<file path="config.mk">
export PLATFORM = sky130hd
export DESIGN_NAME = ccpts_selector
export DESIGN_NICKNAME = d
export VERILOG_FILES = /design/src/shared/ccpts_pkg.sv /design/src/logic/ccpts_decode.sv /design/src/logic/ccpts_selector.sv
export SDC_FILE = /design/constraint.sdc
export NUM_CORES = 1
export LEC_CHECK = 0
export BUFFER_PORTS_ARGS = -buffer_cell sky130_fd_sc_hd__buf_2
export CORE_MARGIN = 2
export CORE_UTILIZATION = 46
export CTS_BUF_LIST = sky130_fd_sc_hd__clkbuf_8
export CTS_CLUSTER_DIAMETER = 30
export DETAILED_ROUTE_END_ITERATION = 8
export GPL_TIMING_DRIVEN = 0
export PLACE_DENSITY_LB_ADDON = 0.15
export SYNTH_ARGS = -nofsm -noshare
export SYNTH_HDL_FRONTEND = slang
export SYNTH_HIERARCHICAL = 1
export SYNTH_SLANG_ARGS = --single-unit
export TNS_END_PERCENT = 30
</file>
<file path="constraint.sdc">
create_clock -name aclk -period 2.4 [get_ports aclk]
set_input_delay 0.72 -clock aclk [delete_from_list [all_inputs] [get_ports aclk]]
set_output_delay 0.72 -clock aclk [all_outputs]
set_load 0.02 [all_outputs]
</file>
<file path="src/shared/ccpts_pkg.sv">
// Package: register map and encodings for the capture unit timebase selector
package ccpts_pkg;
  localparam int CCPTS_ADDR_W = 4;
  localparam logic [3:0] CCPTS_OFF_SELECT = 4'h0;
  localparam logic [7:0] CCPTS_SELECT_RESET = 8'h00;
  localparam logic [7:0] CCPTS_SELECT_WMASK = 8'hD7;
  localparam int CCPTS_U7_LSB = 6;
  localparam int CCPTS_U6_BIT = 4;
  localparam int CCPTS_U5_BIT = 2;
  localparam int CCPTS_U4_LSB = 0;
  localparam logic [1:0] CCPTS_RESP_OKAY = 2'b00;
  localparam logic [1:0] CCPTS_RESP_SLVERR = 2'b10;
  localparam logic [1:0] CCPTS_U4_RESERVED = 2'b11;
  // Timer identifiers driven on the select outputs
  typedef enum logic [2:0] {
    CCPTS_TIMER_1, CCPTS_TIMER_2, CCPTS_TIMER_3, CCPTS_TIMER_4,
    CCPTS_TIMER_5, CCPTS_TIMER_6, CCPTS_TIMER_8
  } ccpts_timer_t;
endpackage : ccpts_pkg

</file>
<file path="src/logic/ccpts_decode.sv">
// Decoder: one register field to the capture/compare timer and the PWM timer
`timescale 1ns/10ps
`default_nettype none
module ccpts_decode
  import ccpts_pkg::*;
#(
  parameter int UNIT = 4
) (
  // Field value
  input wire logic [1:0] code,
  // Selected pair
  output var ccpts_timer_t cc_timer,
  output var ccpts_timer_t pwm_timer
);
  always_comb begin
    cc_timer = CCPTS_TIMER_1;
    pwm_timer = CCPTS_TIMER_2;
    case (UNIT)
      7: begin
        if (code != 2'b00) begin
          cc_timer = CCPTS_TIMER_5; // RL1
          case (code)
            2'b01: pwm_timer = CCPTS_TIMER_4;
            2'b10: pwm_timer = CCPTS_TIMER_6;
            default: pwm_timer = CCPTS_TIMER_8;
          endcase
        end
      end
      6: begin
        if (code[0]) begin
          cc_timer = CCPTS_TIMER_5; // RL2
        end
      end
      5: begin
        if (code[0]) begin
          cc_timer = CCPTS_TIMER_5; // RL3
          pwm_timer = CCPTS_TIMER_4;
        end
      end
      default: begin
        // Reserved code falls back to the reset pair rather than an undefined one
        case (code)
          2'b01: begin
            cc_timer = CCPTS_TIMER_3; // RL4
            pwm_timer = CCPTS_TIMER_4;
          end
          2'b10: begin
            cc_timer = CCPTS_TIMER_3; // RL4
            pwm_timer = CCPTS_TIMER_6;
          end
          default: ;
        endcase
      end
    endcase
  end
endmodule : ccpts_decode
`default_nettype wire

</file>
<file path="src/logic/ccpts_selector.sv">
// Top: AXI4-Lite timebase select register and per-unit timer pair outputs
//
// Behaviour
// RL1: Bits 7..6 choose unit 7's pair: 00 t1/t2, 01 t5/t4, 10 t5/t6, 11 t5/t8.
// RL2: Bit 4 chooses unit 6's pair: 0 t1/t2, 1 t5/t2.
// RL3: Bit 2 chooses unit 5's pair: 0 t1/t2, 1 t5/t4.
// RL4: Bits 1..0 choose unit 4's pair: 00 t1/t2, 01 t3/t4, 10 t3/t6; software never writes 11.
// RL5: Bits 5 and 3 ignore writes and read as zero.
// RL6: The first timer of a pair feeds capture/compare, the second PWM, from the clock after a write.
//
// The implementer's own choices: register access over AXI4-Lite and the address map.
`timescale 1ns/10ps
`default_nettype none
module ccpts_selector
  import ccpts_pkg::*;
(
  // Clock and reset
  input wire logic aclk,
  input wire logic aresetn,
  // AXI4-Lite write
  input wire logic [CCPTS_ADDR_W-1:0] awaddr,
  input wire logic awvalid,
  output logic awready,
  input wire logic [31:0] wdata,
  input wire logic [3:0] wstrb,
  input wire logic wvalid,
  output logic wready,
  output logic [1:0] bresp,
  output logic bvalid,
  input wire logic bready,
  // AXI4-Lite read
  input wire logic [CCPTS_ADDR_W-1:0] araddr,
  input wire logic arvalid,
  output logic arready,
  output logic [31:0] rdata,
  output logic [1:0] rresp,
  output logic rvalid,
  input wire logic rready,
  // Timer selects, index 0..3 = units 4..7
  output var ccpts_timer_t cc_timer [4],
  output var ccpts_timer_t pwm_timer [4]
);
  logic [7:0] sel_r, sel_nxt;
  logic aw_got_r, aw_got_nxt, w_got_r, w_got_nxt, bvalid_r, bvalid_nxt;
  logic [CCPTS_ADDR_W-1:0] awaddr_r, awaddr_nxt;
  logic [31:0] wdata_r, wdata_nxt, rdata_r, rdata_nxt;
  logic wstrb0_r, wstrb0_nxt, rvalid_r, rvalid_nxt;
  logic [1:0] bresp_r, bresp_nxt, rresp_r, rresp_nxt;
  logic aw_hit, w_hit, ar_hit, wr_go;
  logic [CCPTS_ADDR_W-1:0] wa;
  logic [31:0] wd;
  logic ws;

  function automatic logic is_select(input logic [CCPTS_ADDR_W-1:0] a);
    return a == CCPTS_OFF_SELECT;
  endfunction : is_select

  assign awready = !aw_got_r && !bvalid_r;
  assign wready = !w_got_r && !bvalid_r;
  assign arready = !rvalid_r;
  assign aw_hit = awvalid && awready;
  assign w_hit = wvalid && wready;
  assign ar_hit = arvalid && arready;
  assign wa = aw_got_r ? awaddr_r : awaddr;
  assign wd = w_got_r ? wdata_r : wdata;
  assign ws = w_got_r ? wstrb0_r : wstrb[0];
  assign wr_go = (aw_got_r || aw_hit) && (w_got_r || w_hit);

  always_comb begin
    sel_nxt = sel_r;
    aw_got_nxt = aw_got_r;
    w_got_nxt = w_got_r;
    awaddr_nxt = awaddr_r;
    wdata_nxt = wdata_r;
    wstrb0_nxt = wstrb0_r;
    bvalid_nxt = bvalid_r;
    bresp_nxt = bresp_r;
    if (aw_hit) begin
      aw_got_nxt = 1'b1;
      awaddr_nxt = awaddr;
    end
    if (w_hit) begin
      w_got_nxt = 1'b1;
      wdata_nxt = wdata;
      wstrb0_nxt = wstrb[0];
    end
    if (wr_go) begin
      aw_got_nxt = 1'b0;
      w_got_nxt = 1'b0;
      bvalid_nxt = 1'b1;
      bresp_nxt = is_select(wa) ? CCPTS_RESP_OKAY : CCPTS_RESP_SLVERR;
      if (is_select(wa) && ws) begin
        sel_nxt = wd[7:0] & CCPTS_SELECT_WMASK; // RL5
      end
    end else if (bvalid_r && bready) begin
      bvalid_nxt = 1'b0;
    end
  end

  always_comb begin
    rvalid_nxt = rvalid_r;
    rdata_nxt = rdata_r;
    rresp_nxt = rresp_r;
    if (ar_hit) begin
      rvalid_nxt = 1'b1;
      rdata_nxt = is_select(araddr) ? {24'h00_0000, sel_r} : 32'h0000_0000;
      rresp_nxt = is_select(araddr) ? CCPTS_RESP_OKAY : CCPTS_RESP_SLVERR;
    end else if (rvalid_r && rready) begin
      rvalid_nxt = 1'b0;
    end
  end

  always_ff @(posedge aclk) begin
    if (!aresetn) begin
      sel_r <= CCPTS_SELECT_RESET;
      aw_got_r <= 1'b0;
      w_got_r <= 1'b0;
      awaddr_r <= '0;
      wdata_r <= 32'h0000_0000;
      wstrb0_r <= 1'b0;
      bvalid_r <= 1'b0;
      bresp_r <= CCPTS_RESP_OKAY;
      rvalid_r <= 1'b0;
      rdata_r <= 32'h0000_0000;
      rresp_r <= CCPTS_RESP_OKAY;
    end else begin
      sel_r <= sel_nxt; // RL6
      aw_got_r <= aw_got_nxt;
      w_got_r <= w_got_nxt;
      awaddr_r <= awaddr_nxt;
      wdata_r <= wdata_nxt;
      wstrb0_r <= wstrb0_nxt;
      bvalid_r <= bvalid_nxt;
      bresp_r <= bresp_nxt;
      rvalid_r <= rvalid_nxt;
      rdata_r <= rdata_nxt;
      rresp_r <= rresp_nxt;
    end
  end

  assign bvalid = bvalid_r;
  assign bresp = bresp_r;
  assign rvalid = rvalid_r;
  assign rdata = rdata_r;
  assign rresp = rresp_r;

  // Selects decode straight from the register, so they change one clock after the write
  genvar gi;
  generate
    for (gi = 0; gi < 4; gi++) begin : g_unit
      logic [1:0] code;
      if (gi == 3) begin : g_u7
        assign code = sel_r[CCPTS_U7_LSB +: 2]; // RL1
      end else if (gi == 2) begin : g_u6
        assign code = {1'b0, sel_r[CCPTS_U6_BIT]}; // RL2
      end else if (gi == 1) begin : g_u5
        assign code = {1'b0, sel_r[CCPTS_U5_BIT]}; // RL3
      end else begin : g_u4
        assign code = sel_r[CCPTS_U4_LSB +: 2]; // RL4
      end
      ccpts_decode #(.UNIT(gi + 4)) u_dec (
        .code(code),
        .cc_timer(cc_timer[gi]),
        .pwm_timer(pwm_timer[gi])
      ); // RL6
    end
  endgenerate
endmodule : ccpts_selector
`default_nettype wire

</file>
==> qor.csv, run 1 <==
stage,metric,value,unit
sta,rsz0062_at_grt,false,
synth,synth_top_area_cell,dfxtp_1,
worst_setup_path,crit_path_max_fanout,4,
sta,fin_ws,0.480,ns
clock_network,ctsResizeCount,0,
power,peakVddDrop,0.380,mV
layout,drive_above_1_share,39.7,%
worst_setup_path,slowest_stage,dfxtp_1,
grt,antenna_found_initial,0,
synth,synthFlopType,dfxtp_1,
sta,fin_setup_tns,0,ns
clock_network,cts_tree,built,
synth,syn_avg_cell_area,8.92,µm²
power,comb_power_share,24.5,%
layout,syn2layout_area_growth,29.5,%
worst_setup_path,crit_cells,4,
power,p_int,0.864,mW
synth,yosysTopAreaCellShare,34.8,%
sta,whs,0.482,ns
synth,ys_ff_latch,29,
worst_setup_path,crit_family,flip-flops,
power,cellPowerDensity,560,mW/mm²
drt,dr.first_iter.drc_count,23,
die,io_pins,116,
drt,wl,2950,µm
synth,synth_area,0.00167,mm²
layout,antenna_cells,0,
clock_network,cts-buffers-inserted,5,
outcome,status,"complete, no violations",
worst_setup_path,critPathKind,reg -> out,
sta,max_freq,0.521,GHz
die,chipWidth,64.2,µm
synth,yosys-top-cells-area,"dfxtp_1 (35%), buf_4 (20%), mux2i_1 (11%)",
sta,setup_violations,0,
drt,via_per_inst,4.05,
drt,drt-pass1-iter-count,4,
sta,fin_skew,0.00497,ns
drt,drc,0,
power,sequentialPowerShare,43.3,%
place,place_hpwl,2380,µm
die,rows,21,
drt,wire_per_inst,9.28,µm
layout,nets,325,
synth,synth_cells,187,
worst_setup_path,critPathMaxStageDelay,0.39,ns
clock_network,postCtsHoldBufs,0,
die,start_util,48.8,%
grt,grt_usage,14.7,%
power,total_power,1.21,mW
drt,ant_nets,0,
clock_network,cts_setup_buffers,0,
die,core_area,0.00342,mm²
place,port-buffer-count,44,
worst_setup_path,crit_top_cell,inv_1,
power,switchingPower,0.346,mW
grt,grt_pass1_wl,4700,µm
worst_setup_path,crit_arrival,1.20,ns
hold_path,hold_path_class,reg -> reg,
worst_setup_path,cp.buffers_inverters,3,
sta,hold_violations,0,
worst_setup_path,required,1.68,ns
synth,async_reset_ff_share,0,%
grt,grt_pass1_vias,1167,
clock_network,cts_max_level,2,
power,p_sw_share,28.6,%
synth,synth_edf_count,0,
place,dp_slack,0.373,ns
clock_network,path_clk_slew,0.06,ns
layout,fillCellCount,353,
clock_network,cts_max_path_buffers,2,
grt,grt_max_degree,11,
clock_network,insertion_delay,0.28,ns
synth,ys_seq_area_share,34.8,%
sta,slew_violations,0,
worst_setup_path,rr_worst_depth,4,
power,total_leakage_power,1.16,nW
clock_network,root_buffer,clkbuf_8,
grt,grt_overflow,0,
drt,num_vias,1289,
power,clkPwrFrac,32.2,%
job,max_cap_viol_count,0,
synth,ys_types,26,
worst_setup_path,cp-start-kind,flip-flop,
clock_network,clock-sinks,29,
synth,yosys_warnings,6,
hold_path,holdPathStages,2,
worst_setup_path,end_kind,output pin,
die,die_y,64.2,µm
place,routabilityCongestion,0.735,
synth,synth_common_cells,"buf_4 (45), dfxtp_1 (29), mux2i_1 (18), nor2b_1 (18), nand2_1 (15)",
sta,min_period_over_period,80.0,%
sta,fin_crit,1.92,ns
die,die-area,0.00412,mm²
worst_setup_path,crit_chain,inv_1 -> ha_1 -> inv_1 -> buf_2,
synth,synth.most_common_cell,buf_4,
## worst paths after layout
path | slack (ns) | endpoint | start
worst max register to register | 0.91 | sel_r[1] | aw_got_r
worst min register to register | 0.48 | sel_r[4] | sel_r[4]
worst min-delay path | 0.48 | sel_r[4] | sel_r[4]
worst max-delay path | 0.48 | cc_timer[10] | sel_r[0]
## worst reg2reg max path: cells and delay by family (launching register included)
kind	cells	cell delay, ns
AO/OA/AOI/OAI	1	0.20
flip-flops	1	0.40
multiplexers	1	0.15
AND/OR/NAND/NOR	2	0.62
## cell usage in the layout, fill, tap and decap left out, types with 2 or more instances in the layout
cell and count:
a22oi_1 6, and2_1 3, buf_2 46, buf_4 45, clkbuf_1 7, clkbuf_8 6, conb_1 42, dfxtp_1 29
ha_1 2, inv_1 7, mux2_2 7, mux2i_1 18, nand2_1 15, nand2b_1 2, nor2_1 7, nor2b_1 18
or4_1 2
## per-stage QoR
step,instances,utilization (%),area [µm²]
after floorplan,221,-,1800
after global placement,311,60.7,2070
after detailed placement,311,60.7,2070
after CTS,318,63.2,2160
after global routing,318,63.2,2160
final,318,63.2,2160
## flip-flops by register name, summed over array words and instances (netlist names), 4 cells and up
register,flops
rdata,6
wdata_r,6
awaddr_r,4
sel_r,6
## power by group through the flow
| stage | clock, mW | combinational (mW) | sequential [mW] |
|---|---|---|---|
| after floorplan | 0 | 0.234 | 0.540 |
| after global placement | 0 | 0.294 | 0.534 |
| after detailed placement | 0 | 0.296 | 0.535 |
| after CTS | 0.400 | 0.297 | 0.525 |
| after global routing | 0.426 | 0.321 | 0.529 |
| final | 0.390 | 0.296 | 0.524 |
## kinds of logic after synthesis
logic type	synth area share, %
buf+inv	23.8
simple gates	16.9
flops	34.8
mux	15.5
compound gates	5.70
other cells	1.80
fa+ha+maj	1.50
## layer usage
metal / share of wire (%) / global-route usage, % / vias up
met4: 0 / 3.99 / 0
met5: 0 / 0 / -
met3: 9.9 / 7.39 / 0
met1: 41 / 16.1 / 561
li1: - / - / 678
met2: 49 / 25.0 / 50
## area by class of cell
| class | instances | area (µm²) | share of cell area (%) |
|---|---|---|---|
| Tap cell | 46 | 57.6 | 2.67 |
| Clock inverter | 1 | 3.75 | 0.174 |
| Buffer | 54 | 374 | 17.3 |
| Timing Repair Buffer | 44 | 220 | 10.2 |
| Sequential cell | 29 | 581 | 26.9 |
| Multi-Input combinational cell | 132 | 818 | 37.9 |
| Inverter | 6 | 22.5 | 1.04 |
| Clock buffer | 6 | 82.6 | 3.82 |
(Power assumes the default switching activity.)
==> run 2: changes to the inputs <==
--- a/config.mk
+++ b/config.mk
@@ -7,7 +7,7 @@
 export LEC_CHECK = 0
 export BUFFER_PORTS_ARGS = -buffer_cell sky130_fd_sc_hd__buf_2
 export CORE_MARGIN = 2
-export CORE_UTILIZATION = 46
+export CORE_UTILIZATION = 38
 export CTS_BUF_LIST = sky130_fd_sc_hd__clkbuf_8
 export CTS_CLUSTER_DIAMETER = 30
 export DETAILED_ROUTE_END_ITERATION = 8
==> constraint.sdc (replaced) <==
create_clock -name aclk -period 1.7 [get_ports aclk]
set_input_delay 0.51 -clock aclk [delete_from_list [all_inputs] [get_ports aclk]]
set_output_delay 0.51 -clock aclk [all_outputs]
set_load 0.02 [all_outputs]
==> qor.csv, run 2 (synthesis results as in run 1) <==
stage,metric,value,unit
power,switchingPower,0.493,mW
power,total_power,1.67,mW
grt,grt_usage,12.3,%
worst_setup_path,regToRegEndpoint,sel_r[6],
grt,antenna_found_initial,0,
clock_network,insertion_delay,0.28,ns
place,place_hpwl,2350,µm
hold_path,holdPathStages,2,
clock_network,cts_tree,built,
die,die-area,0.00494,mm²
die,chipWidth,70.3,µm
grt,grt_pass1_vias,1061,
worst_setup_path,rr_worst_depth,4,
drt,wl,2990,µm
drt,wire_per_inst,9.21,µm
worst_setup_path,cp-start-kind,flip-flop,
place,port-buffer-count,44,
sta,fin_skew,0.00202,ns
place,routabilityCongestion,0.714,
die,rows,24,
drt,dr.first_iter.drc_count,29,
outcome,status,"complete, no violations",
layout,nets,325,
die,start_util,38.8,%
drt,drc,0,
die,core_area,0.00429,mm²
drt,via_per_inst,3.88,
grt,grt_pass1_wl,4730,µm
worst_setup_path,crit_chain,inv_1 -> ha_1 -> inv_1 -> buf_4,
clock_network,cts-buffers-inserted,5,
clock_network,root_buffer,clkbuf_8,
layout,fillCellCount,427,
clock_network,cts_max_level,2,
layout,antenna_cells,0,
layout,syn2layout_area_growth,29.9,%
worst_setup_path,crit_arrival,1.13,ns
drt,num_vias,1261,
worst_setup_path,reg2reg_slack,0.19,ns
worst_setup_path,required,1.19,ns
layout,drive_above_1_share,39.6,%
power,total_leakage_power,1.16,nW
clock_network,cts_max_path_buffers,2,
sta,fin_crit,1.64,ns
die,die_y,70.3,µm
worst_setup_path,crit_top_cell,inv_1,
power,cellPowerDensity,770,mW/mm²
sta,whs,0.476,ns
power,comb_power_share,25.1,%
power,sequentialPowerShare,44.3,%
worst_setup_path,crit_path_max_fanout,4,
layout,layout_commonest_cell,buf_4,
sta,max_freq,0.609,GHz
drt,ant_nets,0,
hold_path,min_to,rvalid,
drt,drt-pass1-iter-count,4,
worst_setup_path,slowest_stage,dfxtp_4,
clock_network,clock-sinks,29,
layout,final_cell_mix,"buf_4 (46), buf_2 (45), conb_1 (42), dfxtp_1 (28)",
worst_setup_path,end_kind,output pin,
worst_setup_path,critPathKind,reg -> out,
worst_setup_path,crit_family,flip-flops,
worst_setup_path,critPathMaxStageDelay,0.36,ns
grt,grt_overflow,0,
sta,setup_violations,0,
hold_path,hold_path_class,in -> reg,
sta,slew_violations,0,
power,p_sw_share,29.6,%
worst_setup_path,cp.buffers_inverters,3,
grt,grt_max_degree,11,
power,clkPwrFrac,30.6,%
sta,min_period_over_period,96.5,%
sta,hold_violations,0,
layout,multi_input_area,818,µm²
die,io_pins,116,
layout,area.sequential,584,µm²
hold_path,hp-start,arvalid,
power,p_int,1.18,mW
clock_network,path_clk_slew,0.06,ns
job,max_cap_viol_count,0,
worst_setup_path,r2r_start,aw_got_r,
sta,rsz0062_at_grt,false,
power,peakVddDrop,0.541,mV
[run 2: how the worst max path moves through the flow]
stage	startpoint	end	depth (start not counted)
final	sel_r[0]	cc_timer[10]	4
after global routing	sel_r[0]	cc_timer[10]	4
after CTS	sel_r[0]	cc_timer[10]	4
after detailed placement	awaddr[2]	sel_r[0]	5
after global placement	awaddr[2]	sel_r[7]	5
after floorplan	awaddr[2]	sel_r[0]	4
[run 2: power by group through the flow]
stage | clock network, mW | registers, mW | logic [mW]
after floorplan | 0 | 0.762 | 0.331
after global placement | 0 | 0.754 | 0.419
after detailed placement | 0 | 0.755 | 0.419
after CTS | 0.539 | 0.741 | 0.420
after global routing | 0.564 | 0.744 | 0.457
final | 0.511 | 0.739 | 0.419
[run 2: final cells by class]
| type | instances | area share, % |
|---|---|---|
| Tap cell | 52 | 3.00 |
| Buffer | 54 | 17.3 |
| Multi-Input combinational cell | 132 | 37.8 |
| Timing Repair Buffer | 44 | 10.3 |
| Clock inverter | 3 | 0.520 |
| Inverter | 6 | 1.04 |
| Sequential cell | 29 | 27.0 |
| Clock buffer | 5 | 3.18 |
[run 2: metal layers]
layer | vias up | GRT usage, % | share of wire [%]
met1 | 523 | 14.6 | 44
met4 | 0 | 5.13 | 1.7
met2 | 55 | 18.8 | 44
li1 | 676 | - | -
met3 | 7 | 6.06 | 10
met5 | - | 0 | 0
[run 2: through the flow]
stage / setup WS [ns] / instance area, µm² / util, % / cells / TNS [ns]
6_report: 0.0590 / 2170 / 50.5 / 325 / 0
5_1_grt: 0.0153 / 2170 / 50.5 / 325 / 0
4_1_cts: 0.0167 / 2160 / 50.3 / 325 / 0
3_5_place_dp: -0.126 / 2080 / 48.5 / 317 / -0.811
3_3_place_gp: -0.126 / 2080 / 48.5 / 317 / -0.793
2_1_floorplan: 0.0602 / 1800 / - / 221 / 0
[run 2: what timing repair did]
item | in CTS | in global routing
hold buffers | 0 | 0
setup buffers | 0 | 0
endpoints found under the setup margin | 1 | 1
gates cloned | 0 | 0
resized for setup | 1 | 2
